## src/design/ebu_pkg.sv

```systemverilog
// Package with constants and carrier types of the external bus unit
package ebu_pkg;
  // Bus modes
  localparam logic [2:0] MODE_SINGLE = 3'h0;
  localparam logic [2:0] MODE_DEMUX16 = 3'h1;
  localparam logic [2:0] MODE_MUX16 = 3'h2;
  localparam logic [2:0] MODE_MUX8 = 3'h3;
  localparam logic [2:0] MODE_DEMUX8 = 3'h4;
  // Address space size codes
  localparam logic [1:0] ASP_64K = 2'h0;
  localparam logic [1:0] ASP_256K = 2'h1;
  localparam logic [1:0] ASP_1M = 2'h2;
  localparam logic [1:0] ASP_4M = 2'h3;
  // Segment line counts per size code
  localparam int SEG_LINES_64K = 0;
  localparam int SEG_LINES_256K = 2;
  localparam int SEG_LINES_1M = 4;
  localparam int SEG_LINES_4M = 6;
  localparam int SEG_LINES_CAN = 4;
  // System configuration bit positions
  localparam int SYSCFG_EXT_PERIPH_ENABLE_BIT_BIT = 2;
  localparam int SYSCFG_UNLATCHED_SELECT_BIT_BIT = 6;
  // Window count
  localparam int NUM_WINDOWS = 4;
  localparam int NUM_CS = 4;
  // Extension RAM window: 2 KByte
  localparam logic [21:0] EXTENSION_RAM_BASE = 22'h00_E000;
  localparam logic [21:0] EXTENSION_RAM_MASK = 22'h3F_F800;
  // Reset values
  localparam logic [15:0] SYSCFG_RST = 16'h0000;

  // Bus characteristics of one region
  typedef struct packed {
    logic [2:0] mode;
    logic [3:0] mctc;
    logic mttc;
    logic alectl;
    logic rwdly;
    logic cs_en;
  } ebu_cfg_t;

  // Window select: base and size mask
  typedef struct packed {
    logic [21:0] base;
    logic [21:0] mask;
    logic en;
  } ebu_win_t;

  // Request from the CPU
  typedef struct packed {
    logic valid;
    logic wr;
    logic word;
    logic [21:0] addr;
    logic [15:0] wdata;
  } ebu_req_t;
endpackage : ebu_pkg

```

## src/design/ebu_top.sv

```systemverilog
// External bus unit: mode select, windows, chip selects and bus sequencing
module ebu_top #(
  parameter int AW = 22
) (
  // Clock and reset
  input wire logic i_sys_clk,
  input wire logic i_reset_n,
  // Configuration
  input wire logic [15:0] i_system_config_reg,
  input wire logic [1:0] i_addr_space,
  input wire logic i_can_on_seg_port,
  input wire ebu_pkg::ebu_cfg_t i_default_bus_config_reg,
  input wire ebu_pkg::ebu_cfg_t [3:0] i_window_bus_config_reg,
  input wire ebu_pkg::ebu_win_t [3:0] i_window_select_reg,
  // CPU side
  input wire ebu_pkg::ebu_req_t i_req,
  output logic o_ready,
  output logic o_done,
  output logic [15:0] o_rdata,
  output logic o_extension_ram_sel,
  // External pins
  input wire logic [15:0] i_muxed_data_port,
  output logic [15:0] o_muxed_data_port,
  output logic [15:0] o_muxed_data_oe_n,
  output logic [15:0] o_address_port,
  output logic [5:0] o_seg_addr,
  output logic [5:0] o_seg_oe_n,
  output logic o_ale,
  output logic o_rd_n,
  output logic o_wr_n,
  output logic [3:0] o_cs_n
);
  typedef enum logic [5:0] {
    ST_IDLE = 6'b00_0001,
    ST_ADDR = 6'b00_0010,
    ST_DLY = 6'b00_0100,
    ST_DATA = 6'b00_1000,
    ST_TRI = 6'b01_0000,
    ST_EXTENSION_RAM = 6'b10_0000
  } ebu_state_t;

  typedef struct packed {
    ebu_state_t st;
    logic [3:0] cnt;
    ebu_pkg::ebu_cfg_t cfg;
    logic [3:0] cs_lat;
    logic wr;
    logic word;
    logic [AW-1:0] addr;
    logic [15:0] wdata;
    logic [15:0] din_s1;
    logic [15:0] din_s2;
    logic ready;
    logic done;
    logic [15:0] rdata;
    logic xsel;
    logic [15:0] dout;
    logic [15:0] doe_n;
    logic [15:0] aport;
    logic [5:0] seg;
    logic [5:0] seg_oe_n;
    logic ale;
    logic rd_n;
    logic wr_n;
    logic [3:0] cs_n;
  } ebu_regs_t;

  ebu_regs_t s_r;
  ebu_regs_t s_nxt;

  // Window hit test
  function automatic logic win_hit(input ebu_pkg::ebu_win_t w, input logic [AW-1:0] a);
    win_hit = w.en && ((a & w.mask[AW-1:0]) == (w.base[AW-1:0] & w.mask[AW-1:0]));
  endfunction : win_hit

  // Number of segment lines for a size code
  function automatic int seg_lines(input logic [1:0] sp, input logic can);
    int n;
    n = ebu_pkg::SEG_LINES_4M;
    case (sp)
      ebu_pkg::ASP_64K: n = ebu_pkg::SEG_LINES_64K;
      ebu_pkg::ASP_256K: n = ebu_pkg::SEG_LINES_256K;
      ebu_pkg::ASP_1M: n = ebu_pkg::SEG_LINES_1M;
      default: n = ebu_pkg::SEG_LINES_4M;
    endcase
    if (can && n > ebu_pkg::SEG_LINES_CAN) begin
      n = ebu_pkg::SEG_LINES_CAN;
    end
    seg_lines = n;
  endfunction : seg_lines

  logic ext_periph_enable_bit;
  logic unlatched_select_bit;
  logic [3:0] hit;
  logic is_extension_ram;
  ebu_pkg::ebu_cfg_t sel_cfg;
  logic [3:0] sel_cs;
  logic [5:0] seg_mask;
  int nseg;

  assign ext_periph_enable_bit = i_system_config_reg[ebu_pkg::SYSCFG_EXT_PERIPH_ENABLE_BIT_BIT];
  assign unlatched_select_bit = i_system_config_reg[ebu_pkg::SYSCFG_UNLATCHED_SELECT_BIT_BIT];

  // Region decode with window priority
  always_comb begin
    for (int i = 0; i < ebu_pkg::NUM_WINDOWS; i++) begin
      hit[i] = win_hit(i_window_select_reg[i], i_req.addr[AW-1:0]);
    end
    is_extension_ram = ext_periph_enable_bit && ((i_req.addr & ebu_pkg::EXTENSION_RAM_MASK) == ebu_pkg::EXTENSION_RAM_BASE);
    sel_cfg = i_default_bus_config_reg;
    sel_cs = 4'b0001;
    if (hit[3]) begin
      sel_cfg = i_window_bus_config_reg[3];
      sel_cs = 4'b0000;
    end else if (hit[2]) begin
      sel_cfg = i_window_bus_config_reg[2];
      sel_cs = 4'b1000;
    end else if (hit[1]) begin
      sel_cfg = i_window_bus_config_reg[1];
      sel_cs = 4'b0100;
    end else if (hit[0]) begin
      sel_cfg = i_window_bus_config_reg[0];
      sel_cs = 4'b0010;
    end
    if (!sel_cfg.cs_en) begin
      sel_cs = 4'b0000;
    end
    nseg = seg_lines(i_addr_space, i_can_on_seg_port);
    for (int i = 0; i < 6; i++) begin
      seg_mask[i] = (i < nseg);
    end
  end

  logic ext_mode;
  logic mux_mode;
  logic bus8;
  assign ext_mode = (s_r.cfg.mode != ebu_pkg::MODE_SINGLE);
  assign mux_mode = (s_r.cfg.mode == ebu_pkg::MODE_MUX16) ||
                    (s_r.cfg.mode == ebu_pkg::MODE_MUX8);
  assign bus8 = (s_r.cfg.mode == ebu_pkg::MODE_MUX8) ||
                (s_r.cfg.mode == ebu_pkg::MODE_DEMUX8);

  always_comb begin
    s_nxt = s_r;
    s_nxt.din_s1 = i_muxed_data_port;
    s_nxt.din_s2 = s_r.din_s1;
    s_nxt.done = 1'b0;
    s_nxt.seg_oe_n = ~seg_mask;
    case (s_r.st)
      ST_IDLE: begin
        s_nxt.ready = 1'b1;
        s_nxt.cs_n = 4'hF;
        s_nxt.doe_n = 16'hFFFF;
        if (i_req.valid && s_r.ready) begin
          s_nxt.ready = 1'b0;
          s_nxt.wr = i_req.wr;
          s_nxt.word = i_req.word;
          s_nxt.addr = i_req.addr[AW-1:0];
          s_nxt.wdata = i_req.wdata;
          s_nxt.cfg = sel_cfg;
          s_nxt.cs_lat = sel_cs;
          s_nxt.xsel = is_extension_ram;
          if (is_extension_ram) begin
            s_nxt.st = ST_EXTENSION_RAM;
          end else if (sel_cfg.mode == ebu_pkg::MODE_SINGLE) begin
            s_nxt.done = 1'b1;
          end else begin
            s_nxt.st = ST_ADDR;
            s_nxt.cnt = sel_cfg.alectl ? 4'h1 : 4'h0;
            s_nxt.aport = i_req.addr[15:0];
            s_nxt.seg = i_req.addr[21:16] & seg_mask;
            s_nxt.ale = 1'b1;
            s_nxt.cs_n = unlatched_select_bit ? ~sel_cs : 4'hF;
            if (sel_cfg.mode == ebu_pkg::MODE_MUX16 || sel_cfg.mode == ebu_pkg::MODE_MUX8) begin
              s_nxt.dout = i_req.addr[15:0];
              s_nxt.doe_n = 16'h0000;
            end
          end
        end
      end
      ST_ADDR: begin
        s_nxt.cs_n = ~s_r.cs_lat;
        if (s_r.cnt == 4'h0) begin
          s_nxt.ale = 1'b0;
          s_nxt.doe_n = 16'hFFFF;
          s_nxt.st = ST_DLY;
          s_nxt.cnt = s_r.cfg.rwdly ? 4'h0 : 4'h1;
        end else begin
          s_nxt.cnt = s_r.cnt - 4'h1;
        end
      end
      ST_DLY: begin
        if (s_r.cnt == 4'h0) begin
          s_nxt.st = ST_DATA;
          s_nxt.cnt = s_r.cfg.mctc;
          s_nxt.rd_n = s_r.wr;
          s_nxt.wr_n = ~s_r.wr;
          if (s_r.wr) begin
            s_nxt.dout = s_r.wdata;
            s_nxt.doe_n = bus8 ? 16'hFF00 : 16'h0000;
          end
        end else begin
          s_nxt.cnt = s_r.cnt - 4'h1;
        end
      end
      ST_DATA: begin
        if (s_r.cnt == 4'h0) begin
          s_nxt.rd_n = 1'b1;
          s_nxt.wr_n = 1'b1;
          s_nxt.rdata = bus8 ? {8'h00, s_r.din_s2[7:0]} : s_r.din_s2;
          s_nxt.done = 1'b1;
          s_nxt.st = ST_TRI;
          s_nxt.cnt = s_r.cfg.mttc ? 4'h0 : 4'h1;
        end else begin
          s_nxt.cnt = s_r.cnt - 4'h1;
        end
      end
      ST_TRI: begin
        s_nxt.doe_n = 16'hFFFF;
        s_nxt.cs_n = 4'hF;
        if (s_r.cnt == 4'h0) begin
          s_nxt.st = ST_IDLE;
        end else begin
          s_nxt.cnt = s_r.cnt - 4'h1;
        end
      end
      ST_EXTENSION_RAM: begin
        s_nxt.done = 1'b1;
        s_nxt.xsel = 1'b0;
        s_nxt.st = ST_IDLE;
      end
      default: begin
        s_nxt.st = ST_IDLE;
      end
    endcase
    if (!ext_mode && s_r.st != ST_IDLE && s_r.st != ST_EXTENSION_RAM) begin
      s_nxt.st = ST_IDLE;
    end
  end

  always_ff @(posedge i_sys_clk) begin
    if (!i_reset_n) begin
      s_r <= '0;
      s_r.st <= ST_IDLE;
      s_r.doe_n <= 16'hFFFF;
      s_r.seg_oe_n <= 6'h3F;
      s_r.rd_n <= 1'b1;
      s_r.wr_n <= 1'b1;
      s_r.cs_n <= 4'hF;
    end else begin
      s_r <= s_nxt;
    end
  end

  assign o_ready = s_r.ready;
  assign o_done = s_r.done;
  assign o_rdata = s_r.rdata;
  assign o_extension_ram_sel = s_r.xsel;
  assign o_muxed_data_port = s_r.dout;
  assign o_muxed_data_oe_n = s_r.doe_n;
  assign o_address_port = s_r.aport;
  assign o_seg_addr = s_r.seg;
  assign o_seg_oe_n = s_r.seg_oe_n;
  assign o_ale = s_r.ale;
  assign o_rd_n = s_r.rd_n;
  assign o_wr_n = s_r.wr_n;
  assign o_cs_n = s_r.cs_n;

  // Checks
  AST_ALE_FIRST: assert property (@(posedge i_sys_clk) disable iff (!i_reset_n)
    $rose(s_r.ale) |-> (s_r.rd_n && s_r.wr_n)) else $error("strobe overlaps data");
  AST_CS_IDLE: assert property (@(posedge i_sys_clk) disable iff (!i_reset_n)
    (s_r.st == ST_IDLE && $past(s_r.st) == ST_IDLE) |-> (s_r.cs_n == 4'hF)) else $error("cs idle");
  AST_SEG_64K: assert property (@(posedge i_sys_clk) disable iff (!i_reset_n)
    (i_addr_space == ebu_pkg::ASP_64K) |=> (s_r.seg_oe_n == 6'h3F)) else $error("seg 64k");
  AST_SEG_CAN: assert property (@(posedge i_sys_clk) disable iff (!i_reset_n)
    i_can_on_seg_port |=> (s_r.seg_oe_n[5:4] == 2'b11)) else $error("can seg");
  AST_SEG_FULL: assert property (@(posedge i_sys_clk) disable iff (!i_reset_n)
    (i_addr_space == ebu_pkg::ASP_4M && !i_can_on_seg_port) |=> (s_r.seg_oe_n == 6'h00))
    else $error("seg full");
  AST_EXTENSION_RAM_FAST: assert property (@(posedge i_sys_clk) disable iff (!i_reset_n)
    (s_r.st == ST_EXTENSION_RAM) |=> (s_r.done && s_r.st == ST_IDLE)) else $error("extension_ram slow");
  AST_RDWR_EXCL: assert property (@(posedge i_sys_clk) disable iff (!i_reset_n)
    !(!s_r.rd_n && !s_r.wr_n)) else $error("rd and wr");
  AST_CS_ONEHOT: assert property (@(posedge i_sys_clk) disable iff (!i_reset_n)
    $onehot0(~s_r.cs_n)) else $error("cs multi");
  AST_DONE_LEAVE: assert property (@(posedge i_sys_clk) disable iff (!i_reset_n)
    (s_r.st == ST_DATA && s_r.cnt == 4'h0) |=> (s_r.done ##1 1'b1)) else $error("done");
  COV_MUX: cover property (@(posedge i_sys_clk) s_r.ale && s_r.doe_n == 16'h0000);
  COV_WR: cover property (@(posedge i_sys_clk) !s_r.wr_n);
  COV_EXTENSION_RAM: cover property (@(posedge i_sys_clk) s_r.st == ST_EXTENSION_RAM);
endmodule : ebu_top

```

## config.mk

```make
export PLATFORM = sky130hd
export DESIGN_NAME = ebu_top
export DESIGN_NICKNAME = d
export VERILOG_FILES = /design/src/design/ebu_pkg.sv /design/src/design/ebu_top.sv
export SDC_FILE = /design/constraint.sdc
export NUM_CORES = 1
export LEC_CHECK = 0
export BUFFER_PORTS_ARGS = -buffer_cell sky130_fd_sc_hd__buf_2
export CORE_MARGIN = 3
export CORE_UTILIZATION = 30
export DETAILED_ROUTE_END_ITERATION = 10
export PLACE_DENSITY = 0.64
export SETUP_SLACK_MARGIN = 0.02
export SLEW_MARGIN = 10
export SYNTH_ARGS = -nofsm -noshare
export SYNTH_HDL_FRONTEND = slang
export SYNTH_SLANG_ARGS = --single-unit
```

## constraint.sdc

```tcl
create_clock -name i_sys_clk -period 3 [get_ports i_sys_clk]
set_input_delay 0.45 -clock i_sys_clk [delete_from_list [all_inputs] [get_ports i_sys_clk]]
set_output_delay 0.45 -clock i_sys_clk [all_outputs]
set_load 0.02 [all_outputs]
```

# After elaboration in Yosys (flattened, before gate mapping)
# Cells that the tools add are included.
classes:
  addsub: 1
  n_reduce_logical: 34
  n_eq_ne: 30
  muxes: 58
  magnitude_cmp: 7
  n_bitwise: 16
op_table:
  columns: ["op", "count"]
  rows:
  - ["$and A22 B22 Y22", 8]
  - ["$mux W32", 4]
  - ["$mux W54", 2]
  - ["$eq A22 B22 Y1", 4]
  - ["$mux W65", 1]
  - ["$lt A3 B32 Y1 const A", 2]
  - ["$lt A4 B32 Y1 const A", 2]
  - ["$pmux W16 S4", 1]
  - ["$mux W55", 1]
  - ["$mux W16", 3]
  - ["$mux W4", 12]
  - ["$mux W11", 4]
  - ["$gt A32 B4 Y1 const B", 1]
  - ["$lt A1 B32 Y1 const A", 1]
  - ["$lt A2 B32 Y1 const A", 1]
  - ["$pmux W16 S2", 1]
  - ["$mux W6", 5]
  - ["$pmux W6 S5", 1]
  - ["$ne A2 B2 Y1 const B", 10]
  - ["$pmux W4 S5", 1]
  - ["$mux W17", 1]
  - ["$pmux W4 S3", 1]
  - ["$eq A11 B5 Y1 const B", 1]
  - ["$mux W10", 1]
  - ["other kinds (42)", 77]
totals:
  register_bits: 183
  output_inout_bits: 86

# Logic depth before layout (Yosys ltp)
# Gate-level depths: netlist of the first run.
logic_depth:
  ltp_word: 14
  ltp_mapped: 12
  ltp_nobuf: 10

# Worst setup path after synthesis of the first run
# OpenSTA, ideal clock, no wires.
synth_timing:
  path_type: "input-to-reg"
  start: "input port i_req[26] (netlist name)"
  end: "register s_r, in the netlist o_cs_n[1]"
  setup_slack_ps: -147
  arrival_time_ps: 3025
  path_buffers: 1
  stages: 10
  cell_sequence: "buf_2 > xor2_1 > a222oi_1 > nand3_1 > nor3_4 > a211oi_1 > o31ai_4 > o31ai_2 > or4_1 > a221o_1"
synth_via:
  elab_chain_cells: 14
  word_cells_on_any_way: 28
  cone_classes: "4 x eq/ne; 14 x mux; 5 x bitwise; 5 x reduce/logical"
synth_lines:
  columns: ["element", "line_no", "source"]
  rows:
  - ["start: declaration", "ebu_top.sv:16", "input wire ebu_pkg::ebu_req_t i_req,"]
  - ["$and A22 B22 Y22", "ebu_top.sv:73", "win_hit = w.en && ((a & w.mask[AW-1:0]) == (w.base[AW-1:0] & w.mask[AW-1:0]));"]
  - ["$eq A22 B22 Y1", "ebu_top.sv:73", null]
  - ["$logic_and A1 B1 Y1", "ebu_top.sv:73", null]
  - ["$mux W2 / $mux W11 (equally long branches)", "ebu_top.sv:121", "end else if (hit[0]) begin"]
  - ["$mux W3 / $mux W11 (equally long branches)", "ebu_top.sv:118", "end else if (hit[1]) begin"]
  - ["$mux W4 / $mux W11 (equally long branches)", "ebu_top.sv:115", "end else if (hit[2]) begin"]
  - ["$mux W4 / $mux W11 (equally long branches)", "ebu_top.sv:112", "if (hit[3]) begin"]
  - ["$mux W4", "ebu_top.sv:125", "if (!sel_cfg.cs_en) begin"]
  - ["$not A4 Y4", "ebu_top.sv:173", "s_nxt.cs_n = unlatched_select_bit ? ~sel_cs : 4'hF;"]
  - ["$mux W4", "ebu_top.sv:173", null]
  - ["$mux W4 (*)", "ebu_top.sv:165", "end else if (sel_cfg.mode == ebu_pkg::MODE_SINGLE) begin"]
  - ["$mux W4 (*)", "ebu_top.sv:163", "if (is_extension_ram) begin"]
  - ["$mux W4 (*)", "ebu_top.sv:154", "if (i_req.valid && s_r.ready) begin"]
  - ["$pmux W4 S3 (*)", "ebu_top.sv:149", "case (s_r.st)"]
  - ["end signal: assignment", "ebu_top.sv:251", "s_r <= s_nxt;"]
  - ["end: declaration", "ebu_top.sv:68", "ebu_regs_t s_r;"]
# Mark *: on every way between the ends. The rest lies on a longest branch, timed or not.
# A chain may end at the register's enable or synchronous reset.

# Worst setup path after layout of the first run
layout_timing:
  start: "input port i_window_select_reg[80] (netlist name)"
  end: "register s_r, in the netlist o_cs_n[1]"
layout_via:
  elab_chain_cells: 13
  word_cells_on_any_way: 17
  cone_classes: "1 x eq/ne; 12 x mux; 2 x bitwise; 2 x reduce/logical"
layout_lines:
  columns: ["element", "line_no", "source"]
  rows:
  - ["start: declaration", "ebu_top.sv:14", "input wire ebu_pkg::ebu_win_t [3:0] i_window_select_reg,"]
  - ["$and A22 B22 Y22 (*)", "ebu_top.sv:73", null]
  - ["$eq A22 B22 Y1 (*)", "ebu_top.sv:73", null]
  - ["$logic_and A1 B1 Y1 (*)", "ebu_top.sv:73", null]
  - ["$mux W3 / $mux W11 (equally long branches)", "ebu_top.sv:118", null]
  - ["$mux W4 / $mux W11 (equally long branches)", "ebu_top.sv:115", null]
  - ["$mux W4 / $mux W11 (equally long branches)", "ebu_top.sv:112", null]
  - ["$mux W4", "ebu_top.sv:125", null]
  - ["$not A4 Y4", "ebu_top.sv:173", null]
  - ["$mux W4", "ebu_top.sv:173", null]
  - ["$mux W4 (*)", "ebu_top.sv:165", null]
  - ["$mux W4 (*)", "ebu_top.sv:163", null]
  - ["$mux W4 (*)", "ebu_top.sv:154", null]
  - ["$pmux W4 S3 (*)", "ebu_top.sv:149", null]
# Marks and branches as above.

==> results of run 1 <==
[power by group]
part | switching [W] | internal (W) | leakage, nW
Combinational | 0.000897 | 0.000679 | 3.81
Clock | 0.000874 | 0.00124 | 0.282
Sequential | 0.0000853 | 0.00201 | 1.15
[kinds of logic (layout without fill, tap and decap cells)]
kind of cell	Yosys count	count (layout)	share of synthesized area, %
other	0	4	0
flip-flops	141	141	35.3
AO/OA/AOI/OAI	225	225	19.8
AND/OR/NAND/NOR	319	319	19.9
multiplexers	26	26	3.32
adder cells (fa/ha/maj)	2	2	0.313
XOR/XNOR	88	88	9.64
buffers and inverters	145	526	11.7
[sequential cells by signal, indices dropped and copies added (netlist names)]
register             cells
o_address_port          16
o_ale                    1
o_cs_n                   4
o_done                   1
o_extension_ram_sel      1
o_muxed_data_oe_n        2
o_muxed_data_port       16
o_rd_n                   1
o_rdata                 16
o_ready                  1
o_seg_addr               6
o_seg_oe_n               3
o_wr_n                   1
s_nxt                   16
s_r                     56
[through the flow]
step           area, µm²  instances   TNS [ns]  hold WS, ns  utilization [%]
5_1_grt            11200       1665     -0.915        0.221             42.9
3_3_place_gp       10200       1618     -23.46        0.414             39.2
6_report           11200       1666  -0.000411        0.243             42.9
4_1_cts            11000       1654          0        0.216             41.9
3_5_place_dp       10200       1618     -23.03        0.419             39.2
2_1_floorplan       8070        946     -0.149        0.412                -
[cell type report]
class                      instances  share of cell area [%]
antenna                            4                  0.0893
clock buffer                      17                    3.80
clock inverter                    14                    1.42
inverter                          10                   0.335
multi-input combinational        660                    39.9
sequential                       141                    25.2
tap                              335                    3.74
timing repair buffer             485                    25.6
[timing repair]
action,CTS,global route
pin swaps,12,23
buffers inserted,5,5
endpoints found under the setup margin,37,44
resized for setup,23,29
gates cloned,0,3
[cells in the final DEF (no fill, tap or decap), types with 19 or more instances in the layout]
master     netlist  routed
and2_1          33      33
mux2i_1         25      24
xor2_1          88      87
buf_4           82      89
dfxtp_1        141     141
buf_2           22     376
a22o_1          24      24
a21oi_1         60      57
a22oi_1         48      46
nor2_1          51      47
nand2_1        140     140
o21ai_0         42      40
clkbuf_16        0      19
[worst paths after layout]
check                          startpoint                      to  slack [ns]  cells after the start
hold reg to reg      s_nxt[90]$_SDFF_PN0_      s_r[90]$_SDFF_PN0_        0.43                      1
hold / removal      i_muxed_data_port[13]    s_nxt[99]$_SDFF_PN0_        0.24                      2
setup reg to reg    s_r[177]$_SDFFE_PP1P_   s_r[175]$_SDFFE_PN0P_        0.32                      9
setup / recovery  i_window_select_reg[80]  o_cs_n[1]$_SDFFE_PN1P_     -0.0004                     14
[worst max-delay path, delay by kind of cell]
kind	cells	cell delay, ns
compound gates	5	1.17
buf+inv	5	0.78
simple gates	3	0.71
xor+xnor	1	0.18
[metal layers]
layer	up-vias	wire length, µm	GRT usage [%]
li1	3990	-	-
met1	3830	14100	28.6
met2	363	15200	34.7
met3	49	2430	4.80
met4	6	971	8.32
met5	-	48	0
==> impl_metrics.py, run 1 <==
metrics = {
    "outcome": {
        "status": "finished, violations left",
        "violations": "negative setup slack",
    },
    "clock_network": {
        "cts_tree": "done",
        "clk_pin_slew_ns": 0.06,
        "cts-htree-levels": 4,
        "clock_path_buffers": 2,
        "cts_hold_buf": 0,
        "clk_latency_ns": 0.42,
        "cts-root-buf": "clkbuf_16",
        "cts_sinks": 141,
        "cts_made_buffers": 17,
    },
    "logic_synthesis": {
        "synth_edf_count": 0,
        "syn_inst": 946,
        "synthArstFlopShare_pct": 0,
        "synth_most_common_cell": "dfxtp_1",
        "ys_seq_area_share_pct": 35.3,
        "ys_warn_count": 0,
        "synthFlopType": "dfxtp_1",
        "synth_top_cell_by_area": "dfxtp_1",
        "ys_ff_latch": 141,
        "synth.area.top_cells": "dfxtp_1 35%, xor2_1 9.6%, buf_4 7.7%, nand2_1 6.6%, a22oi_1 4.5%",
        "synth_top_area_share_pct": 35.3,
        "netlist_area_um2": 8000,
        "syn_nets": 1261,
        "synth_cell_types": 58,
        "synthTopCellsByCount": "141 x dfxtp_1, 140 x nand2_1, 88 x xor2_1, 82 x buf_4, 60 x a21oi_1",
        "syn_area_per_cell_um2": 8.45,
    },
    "detailed_routing": {
        "route.detailed.drc": 0,
        "dr.pass1.iters": 5,
        "antenna_left": 0,
        "wl_per_cell_um": 19.7,
        "drtIter0Drc": 648,
        "wl_um": 32800,
        "viasPerCell": 4.94,
        "vias": 8238,
    },
    "floorplanning": {
        "std_cell_rows": 59,
        "dieArea_um2": 28600,
        "fp.dieW_um": 169,
        "start_util_pct": 30.6,
        "core_um2": 26100,
        "io_pins": 399,
        "fp.dieH_um": 169,
    },
    "worst_setup_path": {
        "cp.required_ns": 3.30,
        "critPathMaxFanout": 5,
        "cp.arrival_ns": 3.30,
        "end_kind": "flop",
        "cp_cell_sequence": "buf_6 > xor2_4 > a222oi_1 > buf_4 > nand3_4 > buf_6 > nor3_4 > buf_6 > a211oi_4 > o31ai_4 > buf_4 > o31ai_4 > or4_1 > a221o_1",
        "worstSetupStartpointType": "input pin",
        "slowest_delay_ns": 0.45,
        "cpMostUsedCell": "buf_6",
        "critPathKind": "in -> reg",
        "cpMaxStageDelayCell": "a222oi_1",
    },
    "global_routing": {
        "grt_max_degree": 47,
        "grt_antenna_before_repair": 7,
        "grt_pass1_vias": 7828,
        "grtUsageTotal_pct": 21.7,
        "grt-ovfl-total": 0,
        "grt_pass1_wl_um": 46900,
    },
    "sta": {
        "timing.fmax_mhz": 333,
        "timing.final.crit_share_pct": 100,
        "setup_ws_ns": -0.000411,
        "tightest_slew_ns": 0.830,
        "final_hold_viol_count": 0,
        "slew_headroom_pct": 44.1,
        "fin_worst_skew_ns": 0.0132,
        "min_period_ns": 3.00,
        "drv_slew": 0,
        "setup_viol": 1,
        "rsz0062_at_grt": "true",
    },
    "power": {
        "cellPowerDensity_nw_per_um2": 516,
        "power_w": 0.00578,
        "leakage_nw": 5.24,
        "max-vdd-ir-drop_uv": 388,
    },
    "placed_design": {
        "numPortBuffers": 382,
        "pre_cts_ws_ns": -0.552,
        "gp_congestion": 0.962,
        "dpl.hpwl_um": 26200,
    },
    "cells_and_area": {
        "nets": 1630,
        "multi_input_area_um2": 4470,
        "area_growth_pct": 40.2,
        "drive_gt1_share_pct": 42.7,
        "nFillCells": 2692,
        "regArea_um2": 2820,
    },
    "min_path": {
        "min_path_type": "in -> reg",
    },
    "run": {
        "drv_cap": 0,
    },
}
Power figures use the tool's default switching activity.
==> run 2: changes to the inputs <==
--- a/config.mk
+++ b/config.mk
@@ -7,9 +7,9 @@
 export LEC_CHECK = 0
 export BUFFER_PORTS_ARGS = -buffer_cell sky130_fd_sc_hd__buf_2
 export CORE_MARGIN = 3
-export CORE_UTILIZATION = 30
+export CORE_UTILIZATION = 36
 export DETAILED_ROUTE_END_ITERATION = 10
-export PLACE_DENSITY = 0.64
+export PLACE_DENSITY = 0.73
 export SETUP_SLACK_MARGIN = 0.02
 export SLEW_MARGIN = 10
 export SYNTH_ARGS = -nofsm -noshare
==> run 2 against run 1 <==
  * The flow now finishes without violations
  * Wire length decreased by 2.0%
  * Setup slack gained 0.084 ns
  * Design area down 4.1%
  * Utilization increased by 7.3 points
  * Clock power hardly changed
  * Global-route usage is 3.7 points higher
  * Die area shrank 16%
  * Power decreased by 2.5%
  * Non-clock buffer count is 14 lower
  * Hold slack got worse by 0.013 ns
  * Clock-buffer cell count increased by 1
  * First-iteration DRC count shrank 4.5%
  * Largest cell class unchanged
==> impl_metrics.py, run 2 (same netlist as run 1, synthesis figures left out) <==
metrics = {
    "power": {
        "max-vdd-ir-drop_uv": 372,
        "power_w": 0.00564,
        "cellPowerDensity_nw_per_um2": 525,
        "leakage_nw": 5.10,
    },
    "outcome": {
        "status": "finished clean",
    },
    "cells_and_area": {
        "area_growth_pct": 34.4,
        "largest-register": "s_r",
        "nets": 1616,
        "drive_gt1_share_pct": 41.2,
        "layout_commonest_cell": "buf_2",
        "utilization_pct": 50.2,
        "most-common-layout-cells": "381 x buf_2, 141 x dfxtp_1, 140 x nand2_1",
        "largest_register_ffs": 56,
    },
    "placed_design": {
        "gp_congestion": 0.987,
        "pre_cts_ws_ns": -0.450,
        "dpl.hpwl_um": 26400,
        "numPortBuffers": 382,
    },
    "sta": {
        "slew_headroom_pct": 48.5,
        "drv_slew": 0,
        "timing.fmax_mhz": 343,
        "setup_ws_ns": 0.0832,
        "setup_viol": 0,
        "setup_tns_ns": 0,
        "timing.final.crit_share_pct": 97.2,
        "min_period_ns": 2.92,
        "final_hold_viol_count": 0,
        "hold_slack_ns": 0.230,
        "tightest_slew_ns": 0.764,
        "fin_worst_skew_ns": 0.0245,
        "rsz0062_at_grt": "true",
    },
    "worst_setup_path": {
        "cpMostUsedCell": "buf_4",
        "end_kind": "flop",
        "cp.arrival_ns": 3.22,
        "worst_r2r_path_depth": 9,
        "cpMaxStageDelayCell": "or4_1",
        "cp.required_ns": 3.31,
        "worstSetupStartpointType": "input pin",
        "slowest_delay_ns": 0.48,
        "critPathKind": "in -> reg",
        "cp_cell_sequence": "buf_4 > xor2_1 > a22oi_1 > nand4_1 > buf_4 > or3_4 > mux2i_1 > or3_1 > or4_1 > a221o_1",
        "critPathMaxFanout": 6,
    },
    "floorplanning": {
        "dieArea_um2": 24000,
        "fp.dieW_um": 155,
        "core_um2": 21400,
        "std_cell_rows": 53,
        "start_util_pct": 37.3,
        "fp.dieH_um": 155,
        "io_pins": 399,
    },
    "detailed_routing": {
        "wl_um": 32100,
        "viasPerCell": 5.19,
        "drtIter0Drc": 619,
        "wl_per_cell_um": 20.2,
        "vias": 8250,
        "route.detailed.drc": 0,
        "antenna_left": 0,
        "dr.pass1.iters": 7,
    },
    "global_routing": {
        "grt_antenna_before_repair": 5,
        "grtUsageTotal_pct": 25.4,
        "grt_max_degree": 34,
        "grt_pass1_vias": 7973,
        "grt-ovfl-total": 0,
        "grt_pass1_wl_um": 46600,
    },
    "min_path": {
        "hold_depth": 2,
        "min_path_type": "in -> reg",
    },
    "run": {
        "drv_cap": 0,
    },
    "clock_network": {
        "cts-htree-levels": 4,
        "clk_latency_ns": 0.42,
        "clock_path_buffers": 2,
        "clk_pin_slew_ns": 0.07,
        "cts_sinks": 141,
        "cts_tree": "done",
        "cts_hold_buf": 0,
        "cts-root-buf": "clkbuf_16",
        "cts_made_buffers": 17,
    },
}
-- run 2: cell count changes in the layout (fill, tap and decap cells not counted), sizes merged --
cell / delta
clkbuf: -1
bufinv: -1
diode: -2
inv: +1
buf: -12
-- run 2: metal layers --
| metal | GRT usage, % | vias up | routed length (µm) |
|---|---|---|---|
| met5 | 0 | - | 7 |
| met4 | 6.06 | 2 | 505 |
| met3 | 4.90 | 42 | 2450 |
| met2 | 42.0 | 394 | 15100 |
| met1 | 34.3 | 3852 | 14100 |
| li1 | - | 3960 | - |
-- run 2: cell type report --
class,instances,area [µm²]
Timing Repair Buffer,471,2620
Sequential cell,141,2820
Tap cell,275,344
Multi-Input combinational cell,660,4330
Clock buffer,18,439
Fill cell,2089,10700
Inverter,10,37.5
Antenna cell,2,5.00
Clock inverter,14,150
-- run 2: per-stage QoR --
step           area [µm²]  cells
3_3_place_gp        10100   1556
6_report            10700   1591
2_1_floorplan        8070    946
5_1_grt             10700   1590
3_5_place_dp        10100   1556
4_1_cts             10700   1588
-- run 2: worst max-delay path: cells and delay by family --
family,cells,cell delay [ns]
AO/OA/AOI/OAI,2,0.54
XOR/XNOR,1,0.17
buffers and inverters,2,0.42
multiplexers,1,0.15
AND/OR/NAND/NOR,4,1.51
-- run 2: worst paths after layout --
path / from / to / slack, ns
worst min register to register: s_nxt[97]$_SDFF_PN0_ / s_r[97]$_SDFF_PN0_ / 0.43
worst min-delay path: i_muxed_data_port[13] / s_nxt[99]$_SDFF_PN0_ / 0.23
worst max-delay path: i_req[31] / o_cs_n[0]$_SDFFE_PN1P_ / 0.08
worst max register to register: s_r[177]$_SDFFE_PP1P_ / s_r[176]$_SDFFE_PN0P_ / 0.31
-- run 2: power by group --
group	switching, W	leakage [nW]	internal, W	total (W)
Clock	0.000894	0.285	0.00120	0.00209
Sequential	0.0000917	1.15	0.00201	0.00210
Combinational	0.000836	3.67	0.000614	0.00145
-- run 2: what timing repair did --
item                                   in CTS  in global routing
resized for setup                           1                  6
cloned                                      0                  0
pin swaps                                   2                  6
endpoints found under the hold margin       0                  0
setup endpoints to repair                   3                 24
setup buffers                               0                  1
